File: src/pkg/fcct_regs.svh
// Field positions, reset values and timing counts of the counter/timer
// Overview of operation
// - Control bit 6 high counts trigger edges, low times from the clock.
// - Counting mode decrements on the clock after each active trigger edge.
// - Control bit 4 picks rising (1) or falling (0) trigger edges.
// - Channels 0 to 2 pulse their zero-count output high at zero.
// - At zero the counter reloads the time constant without a gap.
// - A new time constant during counting waits for the present zero.
// - Timing mode prescales the clock by 256 (bit 5 high) or 16.
// - Time constants 1 to 256 are accepted and reloaded each zero.
// - Timing mode zero pulses repeat every clock times prescale times constant.
// - With bit 3 low the timer starts itself after the constant write.
// - With bit 3 high a trigger edge starts prescaling two clocks later.
// - Control write without constant restarts an idle timer, after the next trigger if bit 3 is high.
// - A trigger too close to the clock edge delays start one cycle.
// - Bit 7 raises a request per zero count, never for earlier zeros.
// - A channel write with bit 0 high is stored as control word.
// - Two select inputs address one channel; writes reach that channel only.
// - Control bit 2 makes the next write to that channel the constant.
// - Control bit 1 high resets the channel; low lets it continue.
// - One stored vector serves all four channels.
// - A time constant of zero counts as 256.
// - Soft reset stops counting and stores its control word; a following constant restarts.
// - Channel 0 write with bit 0 low stores the vector; bits 2:1 name channel.
// - Hardware reset stops all channels and clears interrupt enables.
`ifndef FCCT_REGS_SVH
`define FCCT_REGS_SVH

`define FCCT_BIT_INT_EN 7
`define FCCT_BIT_MODE 6
`define FCCT_BIT_PRESC 5
`define FCCT_BIT_EDGE 4
`define FCCT_BIT_TRIG 3
`define FCCT_BIT_TC_NEXT 2
`define FCCT_BIT_SRESET 1
`define FCCT_BIT_CTRL 0

`define FCCT_CTRL_RESET 8'h00
`define FCCT_VEC_RESET 8'h00
`define FCCT_MASK_P16 8'h0F
`define FCCT_MASK_P256 8'hFF

// Clocks from time constant write to first prescaler clock
`define FCCT_AUTO_START_CYC 3'h1
// Clocks from trigger edge to first prescaler clock
`define FCCT_TRIG_START_CYC 3'h2

`endif

File: src/pkg/fcct_pkg.sv
// Types shared by the counter/timer design
package fcct_pkg;
    typedef enum logic [2:0] {
        FCCT_IDLE,
        FCCT_WAIT_TRIG,
        FCCT_START,
        FCCT_RUN
    } fcct_state_t;
endpackage

File: src/rtl/fcct_core.sv
// Four-channel counter/timer with CPU write/read port
`timescale 1ns/1ps
`include "fcct_regs.svh"

module fcct_core
    import fcct_pkg::*;
(
    input wire logic clock,
    input wire logic rst,
    input wire logic chip_enable_n,
    input wire logic io_request_n,
    input wire logic read_n,
    input wire logic machine_cycle_one_n,
    input wire logic channel_sel_lo,
    input wire logic channel_sel_hi,
    input wire logic [7:0] data_in,
    output logic [7:0] data_out,
    output logic data_oe,
    input wire logic [3:0] ext_count_trigger_in,
    output logic [2:0] zero_count_pulse_out,
    output logic [3:0] int_request,
    output logic [7:0] int_vector
);

    // ------------------------------------------------------------
    // Bus decode
    // ------------------------------------------------------------
    logic access_prev;
    logic read_prev;
    logic [7:0] vector_base;
    logic [3:0] tc_next;
    logic [7:0] count [4];
    logic [3:0] zero_hit;

    wire [1:0] sel = {channel_sel_hi, channel_sel_lo};
    wire io_cycle = !chip_enable_n && !io_request_n && machine_cycle_one_n;
    wire wr_active = io_cycle && read_n;
    wire rd_active = io_cycle && !read_n;
    // One write per bus cycle: only the first clock of the strobe counts
    wire wr_take = wr_active && !access_prev;
    wire [3:0] wr_chan = wr_take ? (4'h1 << sel) : 4'h0;
    wire sel_tc = tc_next[sel];
    wire wr_ctrl = wr_take && !sel_tc && data_in[`FCCT_BIT_CTRL];
    // vector goes to channel 0 only
    wire wr_vec = wr_take && !sel_tc && !data_in[`FCCT_BIT_CTRL]
                  && (sel == 2'h0);

    always_ff @(posedge clock or posedge rst) begin
        if (rst) begin
            access_prev <= 1'b0;
        end else begin
            access_prev <= wr_active;
        end
    end

    always_ff @(posedge clock or posedge rst) begin
        if (rst) begin
            read_prev <= 1'b0;
        end else begin
            read_prev <= rd_active;
        end
    end

    // ------------------------------------------------------------
    // Read path and vector
    // ------------------------------------------------------------
    // snapshot at the start of the read, counting is untouched
    wire [7:0] next_data_out = (rd_active && !read_prev) ? count[sel]
                                                         : data_out;

    always_ff @(posedge clock or posedge rst) begin
        if (rst) begin
            data_out <= 8'h00;
        end else begin
            data_out <= next_data_out;
        end
    end

    always_ff @(posedge clock or posedge rst) begin
        if (rst) begin
            data_oe <= 1'b0;
        end else begin
            data_oe <= rd_active;
        end
    end

    // a single vector serves all channels
    always_ff @(posedge clock or posedge rst) begin
        if (rst) begin
            vector_base <= `FCCT_VEC_RESET;
        end else if (wr_vec) begin
            vector_base <= data_in;
        end
    end

    // ------------------------------------------------------------
    // Interrupt request and channel vector
    // ------------------------------------------------------------
    logic [3:0] irq_now;
    logic [1:0] irq_chan;

    always_comb begin
        irq_chan = 2'h0;
        for (int i = 3; i >= 0; i--) begin
            if (irq_now[i]) begin
                irq_chan = 2'(i);
            end
        end
    end

    // channel number fills bits 2:1, bit 0 stays low
    wire [7:0] next_int_vector = (|irq_now)
        ? {vector_base[7:3], irq_chan, 1'b0} : int_vector;

    always_ff @(posedge clock or posedge rst) begin
        if (rst) begin
            int_request <= 4'h0;
        end else begin
            int_request <= irq_now;
        end
    end

    always_ff @(posedge clock or posedge rst) begin
        if (rst) begin
            int_vector <= 8'h00;
        end else begin
            int_vector <= next_int_vector;
        end
    end

    // channel 3 has no zero-count output
    assign zero_count_pulse_out = zero_hit[2:0];

    // ------------------------------------------------------------
    // Channels
    // ------------------------------------------------------------
    for (genvar g = 0; g < 4; g++) begin : g_chan
        logic [7:0] ctrl;
        logic [7:0] tconst;
        logic tc_valid;
        logic [7:0] presc;
        logic [2:0] start_cnt;
        logic trig_prev;
        fcct_state_t state;
        fcct_state_t next_state;
        logic [2:0] next_start_cnt;

        // --------------------------------------------------------
        // Write decode and trigger
        // --------------------------------------------------------
        wire wr_here = wr_chan[g];
        wire ctrl_w = wr_here && !tc_next[g] && data_in[`FCCT_BIT_CTRL];
        wire tc_w = wr_here && tc_next[g];
        wire sreset = ctrl_w && data_in[`FCCT_BIT_SRESET];
        // Mode and edge follow a control word being written this cycle
        wire [7:0] ctrl_eff = ctrl_w ? data_in : ctrl;
        wire counting = ctrl_eff[`FCCT_BIT_MODE];
        wire trig = ext_count_trigger_in[g];
        wire edge_hit = ctrl_eff[`FCCT_BIT_EDGE] ? (trig && !trig_prev)
                                                 : (!trig && trig_prev);
        wire [7:0] presc_mask = ctrl[`FCCT_BIT_PRESC] ? `FCCT_MASK_P256
                                                      : `FCCT_MASK_P16;
        wire presc_tick = (presc & presc_mask) == presc_mask;
        // a constant write in the same clock must not swallow a count
        wire dec = (state == FCCT_RUN) && !sreset
                   && (ctrl[`FCCT_BIT_MODE] ? edge_hit : presc_tick);
        // a loaded zero decrements to 255, so it spans 256 counts
        wire at_zero = dec && (count[g] == 8'h01);
        // only zeros reached while enabled raise a request
        assign irq_now[g] = at_zero && ctrl[`FCCT_BIT_INT_EN];

        // --------------------------------------------------------
        // Start sequencer
        // --------------------------------------------------------
        always_comb begin
            next_state = state;
            next_start_cnt = start_cnt;
            if (sreset) begin
                // stop, restart comes with the next constant or a control-only write once a constant is held
                next_state = FCCT_IDLE;
            end else if (tc_w) begin
                if (state != FCCT_RUN) begin
                    if (ctrl[`FCCT_BIT_MODE]) begin
                        next_state = FCCT_RUN;
                    end else if (ctrl[`FCCT_BIT_TRIG]) begin
                        // wait for the trigger after this write
                        next_state = FCCT_WAIT_TRIG;
                    end else begin
                        // automatic start after the write cycle
                        next_state = FCCT_START;
                        next_start_cnt = `FCCT_AUTO_START_CYC;
                    end
                end
            end else if (ctrl_w && !data_in[`FCCT_BIT_TC_NEXT] && tc_valid
                         && state == FCCT_IDLE) begin
                // control-only write re-arms a configured channel
                if (data_in[`FCCT_BIT_MODE]) begin
                    next_state = FCCT_RUN;
                end else if (data_in[`FCCT_BIT_TRIG]) begin
                    next_state = FCCT_WAIT_TRIG;
                end else begin
                    next_state = FCCT_START;
                    next_start_cnt = `FCCT_AUTO_START_CYC;
                end
            end else begin
                unique case (state)
                    FCCT_IDLE: begin
                        next_state = FCCT_IDLE;
                    end
                    FCCT_WAIT_TRIG: begin
                        // trigger starts prescaling two clocks on
                        if (edge_hit) begin
                            next_state = FCCT_START;
                            next_start_cnt = `FCCT_TRIG_START_CYC - 3'h1;
                        end
                    end
                    FCCT_START: begin
                        if (start_cnt <= 3'h1) begin
                            next_state = FCCT_RUN;
                        end
                        next_start_cnt = start_cnt - 3'h1;
                    end
                    FCCT_RUN: begin
                        next_state = FCCT_RUN;
                    end
                    default: begin
                        next_state = FCCT_IDLE;
                    end
                endcase
            end
        end

        // --------------------------------------------------------
        // Channel registers
        // --------------------------------------------------------
        // control store, reset clears enables
        always_ff @(posedge clock or posedge rst) begin
            if (rst) begin
                ctrl <= `FCCT_CTRL_RESET;
            end else if (ctrl_w) begin
                // reset request is not a stored condition
                ctrl <= data_in & ~(8'h01 << `FCCT_BIT_SRESET);
            end
        end

        // next write after bit 2 is the constant
        always_ff @(posedge clock or posedge rst) begin
            if (rst) begin
                tc_next[g] <= 1'b0;
            end else if (ctrl_w) begin
                tc_next[g] <= data_in[`FCCT_BIT_TC_NEXT];
            end else if (tc_w) begin
                tc_next[g] <= 1'b0;
            end
        end

        // while running, the constant only reaches the counter at a zero
        always_ff @(posedge clock or posedge rst) begin
            if (rst) begin
                tconst <= 8'h00;
            end else if (tc_w) begin
                tconst <= data_in;
            end
        end

        always_ff @(posedge clock or posedge rst) begin
            if (rst) begin
                tc_valid <= 1'b0;
            end else if (tc_w) begin
                tc_valid <= 1'b1;
            end
        end

        always_ff @(posedge clock or posedge rst) begin
            if (rst) begin
                state <= FCCT_IDLE;
                start_cnt <= 3'h0;
            end else begin
                state <= next_state;
                start_cnt <= next_start_cnt;
            end
        end

        // Edge history runs in every state, so arming never sees a
        // stale level as a fresh edge
        always_ff @(posedge clock or posedge rst) begin
            if (rst) begin
                trig_prev <= 1'b0;
            end else begin
                trig_prev <= trig;
            end
        end

        // --------------------------------------------------------
        // Prescaler and down-counter
        // --------------------------------------------------------
        // Prescaler is cleared until the timer runs, so the first
        // period after a start is whole
        always_ff @(posedge clock or posedge rst) begin
            if (rst) begin
                presc <= 8'h00;
            end else if (state != FCCT_RUN || counting) begin
                presc <= 8'h00;
            end else begin
                presc <= presc + 8'h01;
            end
        end

        // reload at zero, any constant 1 to 256, period
        always_ff @(posedge clock or posedge rst) begin
            if (rst) begin
                count[g] <= 8'h00;
            end else if (state != FCCT_RUN && next_state == FCCT_RUN) begin
                count[g] <= tc_w ? data_in : tconst;
            end else if (state == FCCT_START && tc_w) begin
                count[g] <= data_in;
            end else if (state != FCCT_RUN && tc_w) begin
                count[g] <= data_in;
            end else if (at_zero) begin
                count[g] <= tc_w ? data_in : tconst;
            end else if (dec) begin
                count[g] <= count[g] - 8'h01;
            end
        end

        // --------------------------------------------------------
        // Zero-count output
        // --------------------------------------------------------
        // one-clock zero-count pulse
        always_ff @(posedge clock or posedge rst) begin
            if (rst) begin
                zero_hit[g] <= 1'b0;
            end else begin
                zero_hit[g] <= at_zero;
            end
        end
    end

endmodule // fcct_core

File: config.mk
export PLATFORM = sky130hd
export DESIGN_NAME = fcct_core
export DESIGN_NICKNAME = d
export VERILOG_FILES = /design/src/pkg/fcct_pkg.sv /design/src/rtl/fcct_core.sv
export VERILOG_INCLUDE_DIRS = /design/src /design/src/pkg
export SDC_FILE = /design/constraint.sdc
export NUM_CORES = 1
export LEC_CHECK = 0
export ABC_AREA = 1
export BUFFER_PORTS_ARGS = -buffer_cell sky130_fd_sc_hd__buf_2
export CAP_MARGIN = 5
export CORE_MARGIN = 2
export CORE_UTILIZATION = 40
export DETAILED_ROUTE_END_ITERATION = 10
export HOLD_SLACK_MARGIN = 0.12
export SYNTH_ARGS = -nofsm -noshare
export SYNTH_HDL_FRONTEND = slang
export SYNTH_SLANG_ARGS = --single-unit
File: constraint.sdc
create_clock -name clock -period 15.3 [get_ports clock]
set_input_delay 1.53 -clock clock [delete_from_list [all_inputs] [get_ports clock]]
set_output_delay 1.53 -clock clock [all_outputs]
set_load 0.005 [all_outputs]
### Yosys cells after proc, flatten, opt, wreduce, memory -nomap -nowiden

Cells that the tools add are included.

* register bits: 192
* latch bits: 0
* RAM bits: 0
* bits in read-only memories: 0
* bits of input ports: 20
* output and inout bits: 24
* logic and storage cells: 378
* memories: 0

* add/subtract/negate cells: 12
* $mul: 0
* divide/modulo/power cells: 0
* $lt $le $gt $ge: 6
* equality and inequality tests: 52
* shifts and indexed selects: 1
* mux-type cells: 130
* bitwise logic cells: 9
* reductions and logical operators: 123

Operators with widths (count)
* $mux W8: 34
* $mux W3: 50
* $logic_and A1 B1 Y1: 73
* $eq A3 B2 Y1 const B: 12
* $pmux W3 S3: 4
* $add A8 B1 Y8 const B: 4
* $and A8 B8 Y8: 4
* $eq A8 B1 Y1 const B: 4
* $eq A8 B8 Y1: 4
* $reduce_and A8 Y1: 4
* $sub A8 B1 Y8 const B: 4
* $mux W2: 14
* $mux W7: 4
* $logic_not A1 Y1: 24
* $ne A3 B3 Y1 const B: 8
* $pmux W3 S2: 4
* $reduce_bool A5 Y1: 4
* $mux W1: 17
* $bmux W8 S2: 1
* $ne A2 B2 Y1 const B: 8
* $ne A4 B4 Y1 const B: 4
* $reduce_bool A4 Y1: 4
* $eq A3 B1 Y1 const B: 4
* $le A3 B1 Y1 const B: 4
* other kinds (15): 36

### Longest topological paths before layout

* depth in word-level cells: 18
* gate-level depth with buffers: 20
* gate-level depth less buffers: 19

### Worst setup path before layout

Ideal clock, no wire load.

* kind: input -> register
* from: input port io_request_n
* to: register count[16] in the netlist's numbering
* library setup time: 117 ps
* arrival time: 3156 ps
* required time: 15183 ps
* slack: 12027 ps
* cell stages on the path: 16
* path buffers: 2
* path through: nor2_2 > nand4_4 > nor3_4 > nand2_2 > buf_6 > nand2_2 > nand3b_2 > nand3_1 > nand2_1 > inv_2 > nor2_2 > buf_2 > a21oi_1 > nand2_1 > nor2_1 > nor2_1

* cells in the longest elaborated chain, start to end: 18
* elaborated cells between the ends (all ways): 35
* classes of those cells: 1 x eq/ne; 14 x mux; 20 x reduce/logical

RTL lines
* start: declaration: line fcct_core.sv:11 `input wire logic io_request_n,`
* $logic_not A1 Y1 *: line fcct_core.sv:36 `wire io_cycle = !chip_enable_n && !io_request_n && machine_cycle_one_n;`
* $logic_and A1 B1 Y1 * (2 in a row): line fcct_core.sv:36
* $logic_and A1 B1 Y1 *: line fcct_core.sv:37 `wire wr_active = io_cycle && read_n;`
* $logic_and A1 B1 Y1 *: line fcct_core.sv:40 `wire wr_take = wr_active && !access_prev;`
* $mux W4 *: line fcct_core.sv:41 `wire [3:0] wr_chan = wr_take ? (4'h1 << sel) : 4'h0;`
* $logic_and A1 B1 Y1 (2 in a row): line fcct_core.sv:152 `` wire ctrl_w = wr_here && !tc_next[g] && data_in[`FCCT_BIT_CTRL]; ``
* $mux W7: line fcct_core.sv:156 `wire [7:0] ctrl_eff = ctrl_w ? data_in : ctrl;`
* $mux W1: line fcct_core.sv:159 `` wire edge_hit = ctrl_eff[`FCCT_BIT_EDGE] ? (trig && !trig_prev) ``
* $mux W3: line fcct_core.sv:212 `if (edge_hit) begin`
* $pmux W3 S3: line fcct_core.sv:206 `unique case (state)`
* $mux W3: line fcct_core.sv:194 `` end else if (ctrl_w && !data_in[`FCCT_BIT_TC_NEXT] && tc_valid ``
* $mux W3: line fcct_core.sv:181 `end else if (tc_w) begin`
* $mux W3: line fcct_core.sv:178 `if (sreset) begin`
* $eq A3 B2 Y1: line fcct_core.sv:313 `end else if (state != FCCT_RUN && next_state == FCCT_RUN) begin`
* $logic_and A1 B1 Y1: line fcct_core.sv:313
* $reduce_bool A5 Y1 (no line) / $mux W8 (equally long branches)
* end signal: indexed assignment: line fcct_core.sv:314 `count[g] <= tc_w ? data_in : tconst;`
* end signal: indexed assignment: line fcct_core.sv:316 `count[g] <= data_in;`
* end signal: indexed assignment: line fcct_core.sv:318 `count[g] <= data_in;`
* end: declaration: line fcct_core.sv:32 `logic [7:0] count [4];`

Every way passes the cells marked *; elsewhere a longest branch is shown, timed or not.
A chain may end at the register's enable or synchronous reset.

### Final worst setup path

* from: input port io_request_n
* to: register g_chan[2].start_cnt[0]

* cells in the longest elaborated chain, start to end: 13
* elaborated cells between the ends (all ways): 26
* classes of those cells: 6 x eq/ne; 5 x mux; 1 x bitwise; 14 x reduce/logical

RTL lines
* $logic_not A1 Y1 *: line fcct_core.sv:36
* $logic_and A1 B1 Y1 * (2 in a row): line fcct_core.sv:36
* $logic_and A1 B1 Y1 *: line fcct_core.sv:37
* $logic_and A1 B1 Y1 *: line fcct_core.sv:40
* $mux W4 *: line fcct_core.sv:41
* $logic_and A1 B1 Y1 (2 in a row): line fcct_core.sv:152
* $logic_and A1 B1 Y1 (3 in a row): line fcct_core.sv:194
* $ne A4 B4 Y1 (no line) (tied with other cells)
* $reduce_and A8 Y1 (no line) / $mux W3 (equally long branches)
* end signal: assignment: line fcct_core.sv:280 `start_cnt <= next_start_cnt;`
* end: declaration: line fcct_core.sv:142 `logic [2:0] start_cnt;`

Marked as above.

==> metrics <==
overall global routing resource usage=21.0%; worst-margin pin slew=1050 ps; pwr dens=114 nW/um^2; final hold violation count=0; number of global-route vias before repair=8,417; Max Cap Violations=0; leading cell type in the layout, fill and taps excluded=sky130_fd_sc_hd__nand2_1; total number of H-tree levels=4; CTS tree=yes; final period utilization=26.3%; n_diodes=0; overall via count from detail_route=8,793; arrival time at the worst endpoint=4300 ps; start of the worst register-to-register path=access_prev; start-to-end type of the worst setup path=input pin to flip-flop; I/O pin cnt=44; vias per inst=5.01; routed wire length=26,700 microns; maximum clock frequency=249 MHz; x dimension of the die=164 microns; CTS sink cnt=181; antenna violations before repair=0; worst stage delay on the critical path=730 ps; number of cells produced by synthesis=1,371; # resized after CTS=0; half-perimeter wire length after detailed placement=19,100 microns; Total Negative Setup Slacks=0 ps; layout-stage area growth over the synthesis result=10.7%; clock latency on the worst-skew pair=440 ps; count of flip-flops with a built-in enable after synthesis=0; CTS Root Buffer Type=sky130_fd_sc_hd__clkbuf_16; Synth top area share=44.0%; core region area=25,300 sq um; iteration-0 DRC count of the detailed router=802; count of filler cells inserted in the layout=2,572; die outline height=164 microns; critical-path maximum fanout=14; maximum number of pins on one net before global-route repair=111; Port Buf Inserts=42; worst hold slack after final layout=458 ps; status=completed; cell types occupying the most area after synthesis=sky130_fd_sc_hd__dfrtp_1 (44%), sky130_fd_sc_hd__nand2_1 (15%), sky130_fd_sc_hd__inv_1 (6.5%), sky130_fd_sc_hd__nor2_1 (4.8%), sky130_fd_sc_hd__nand3_1 (3.7%); clock-pin slew reported for the worst setup and hold paths after clock tree synthesis=70 ps; RSZ-0062 raised after global routing=false; fraction of layout instances using a drive strength above 1=10.7%; Cell Chain, Critical Path=buf_2 -> nor2_2 -> nand4_4 -> inv_2 -> nand2_1 -> nor2_1 -> clkinv_1 -> a21oi_1 -> o41ai_1 -> nand2_1 -> o21ai_0; sequential cell area fraction in the yosys report=44.0%; P_leak=5.80 nW; register area=4530 sq um; Worst Hold Class=flip-flop to flip-flop; cell with the largest stage delay on the worst path=sky130_fd_sc_hd__nor2_1; pre-CTS setup slack=10,880 ps; Starting Density=40.8%; launch point of the critical path=io_request_n; slew margin rel.=29.7%; setup slack after layout=11,280 ps; Async S/R FF share, synth=100%; number of distinct library cell variants in the gate-level netlist after synthesis=50; number of buffers inserted to repair setup after CTS=0; length of the first detailed-routing pass in iterations=5; number of storage elements in the synthesis netlist=181; post-detailed-route count of antenna-violating nets=0; netlist area before placement=10,300 sq um; element type at the critical path end=flip-flop; DRC Markers=0; average instance area after synthesis=7.51 sq um; main flop type after synthesis=sky130_fd_sc_hd__dfrtp_1; total of warnings raised by yosys=0; setup-violating endpoint count in the final report=0; Top cell by count, worst path=sky130_fd_sc_hd__nand2_1; CP Launch Type=input pin; Routed WL per cell=15.2 microns; multi-input gate area in the final layout=4920 sq um; buffer depth of the longest clock path=2; weighted congestion at the end of routability-driven global placement=0.891; Final Net Count=1,451; area enclosed by the die boundary=27,000 sq um; final setup skew=9.50 ps; total number of placement rows=58; Post-CTS Hold Fix Bufs=0; count of pins over their slew limit=0; launch instance of the worst min-delay path=g_chan[1].tc_valid; wire length of the first global-routing pass=44,000 microns; worst vdd ir=70.4 uV; final worst path period need=4020 ps; total gr overflow=0; largest area contributor in the synthesized netlist=sky130_fd_sc_hd__dfrtp_1; highest-count cells in the layout ignoring fill and taps=sky130_fd_sc_hd__nand2_1 (422), sky130_fd_sc_hd__dfrtp_1 (181), sky130_fd_sc_hd__inv_1 (177), sky130_fd_sc_hd__nor2_1 (132), sky130_fd_sc_hd__nand3_1 (77); number of buffers inserted during clock tree synthesis=17; worst endpoint required time=15,580 ps
[worst paths after layout]
path,end,slack (ps),cells after the start
worst max register to register,g_chan[2].start_cnt[0],12150,10
min in group asynchronous,g_chan[3].presc[3],1240,2
worst max-delay path,g_chan[2].start_cnt[0],11280,11
worst min register to register,g_chan[1].tc_valid,460,2
max in group asynchronous,count[22],12600,3
worst min-delay path,g_chan[1].tc_valid,460,2
[Yosys cell counts, types with 5 or more instances]
cell type and instances:
sky130_fd_sc_hd__o21a_1 5, sky130_fd_sc_hd__dfrtp_1 181, sky130_fd_sc_hd__nand3_2 7, sky130_fd_sc_hd__o21ai_1 12
sky130_fd_sc_hd__xor2_1 16, sky130_fd_sc_hd__nor2_4 6, sky130_fd_sc_hd__nand3_1 77, sky130_fd_sc_hd__o2111ai_1 9
sky130_fd_sc_hd__nand4_1 27, sky130_fd_sc_hd__nor3b_1 8, sky130_fd_sc_hd__nand3b_1 8, sky130_fd_sc_hd__inv_2 12
sky130_fd_sc_hd__nand2_1 422, sky130_fd_sc_hd__nor2_2 5, sky130_fd_sc_hd__ha_1 19, sky130_fd_sc_hd__inv_1 178
sky130_fd_sc_hd__buf_2 6, sky130_fd_sc_hd__a21oi_1 34, sky130_fd_sc_hd__xnor2_1 18, sky130_fd_sc_hd__or2_2 14
sky130_fd_sc_hd__mux2_2 8, sky130_fd_sc_hd__nand2_2 11, sky130_fd_sc_hd__o21ai_0 68, sky130_fd_sc_hd__nor2_1 132
sky130_fd_sc_hd__clkbuf_1 14, sky130_fd_sc_hd__nor3_1 27, sky130_fd_sc_hd__o31ai_1 5
[cells by family after synthesis]
kind of cell               count (synthesis)  share of synthesized area [%]
and+or+nand+nor                          759                           33.1
AOI/OAI and AO/OA                        151                           8.42
DFF                                      181                           44.0
buffers and inverters                    218                           8.32
xor gates and xnor gates                  34                           2.89
adders and majority gates                 19                           2.31
other                                      1                         0.0364
muxes                                      8                          0.875
[sequential cells by signal, indices dropped and copies added (netlist names), 5 cells and up]
| name | cells |
|---|---|
| count | 32 |
| g_chan.presc | 32 |
| g_chan.tconst | 32 |
| g_chan.ctrl | 20 |
| g_chan.start_cnt | 12 |
| g_chan.state | 12 |
| data_out | 8 |
| int_vector | 7 |
| vector_base | 5 |
[layer usage]
layer / vias up / global-route usage (%) / wire, microns
met5: - / 0 / 0
met4: 0 / 8.14 / 765
met3: 51 / 3.99 / 1300
met2: 198 / 32.5 / 11900
met1: 4108 / 29.1 / 12700
li1: 4436 / - / -
[area by class of cell]
cell class | count | area share [%]
multi-input combinational | 976 | 43.2
timing repair buffer | 44 | 1.98
inverter | 192 | 6.39
tap | 330 | 3.62
clock inverter | 10 | 0.845
sequential | 181 | 39.7
clock buffer | 22 | 4.25
[report_power, final]
| group | internal (mW) | total [mW] | switching [mW] |
|---|---|---|---|
| Combinational | 0.105 | 0.271 | 0.166 |
| Clock | 0.242 | 0.438 | 0.195 |
| Sequential | 0.538 | 0.588 | 0.0507 |
[worst max-delay path: cells and delay by family]
family	cells	cell delay (ps)
compound gates	3	540
buf+inv	3	710
simple gates	5	1490
[stage by stage]
step / total power, mW / std cells / instance area, sq um / utilization (%)
floorplan: 0.788 / 1375 / 10300 / -
detailed placement: 0.867 / 1723 / 10800 / 42.8
finish: 1.30 / 1755 / 11400 / 45.1
global route: 1.37 / 1755 / 11400 / 45.1
global placement: 0.863 / 1723 / 10800 / 42.8
CTS: 1.31 / 1755 / 11400 / 45.1
No activity file was read; power rests on OpenSTA's default activity.
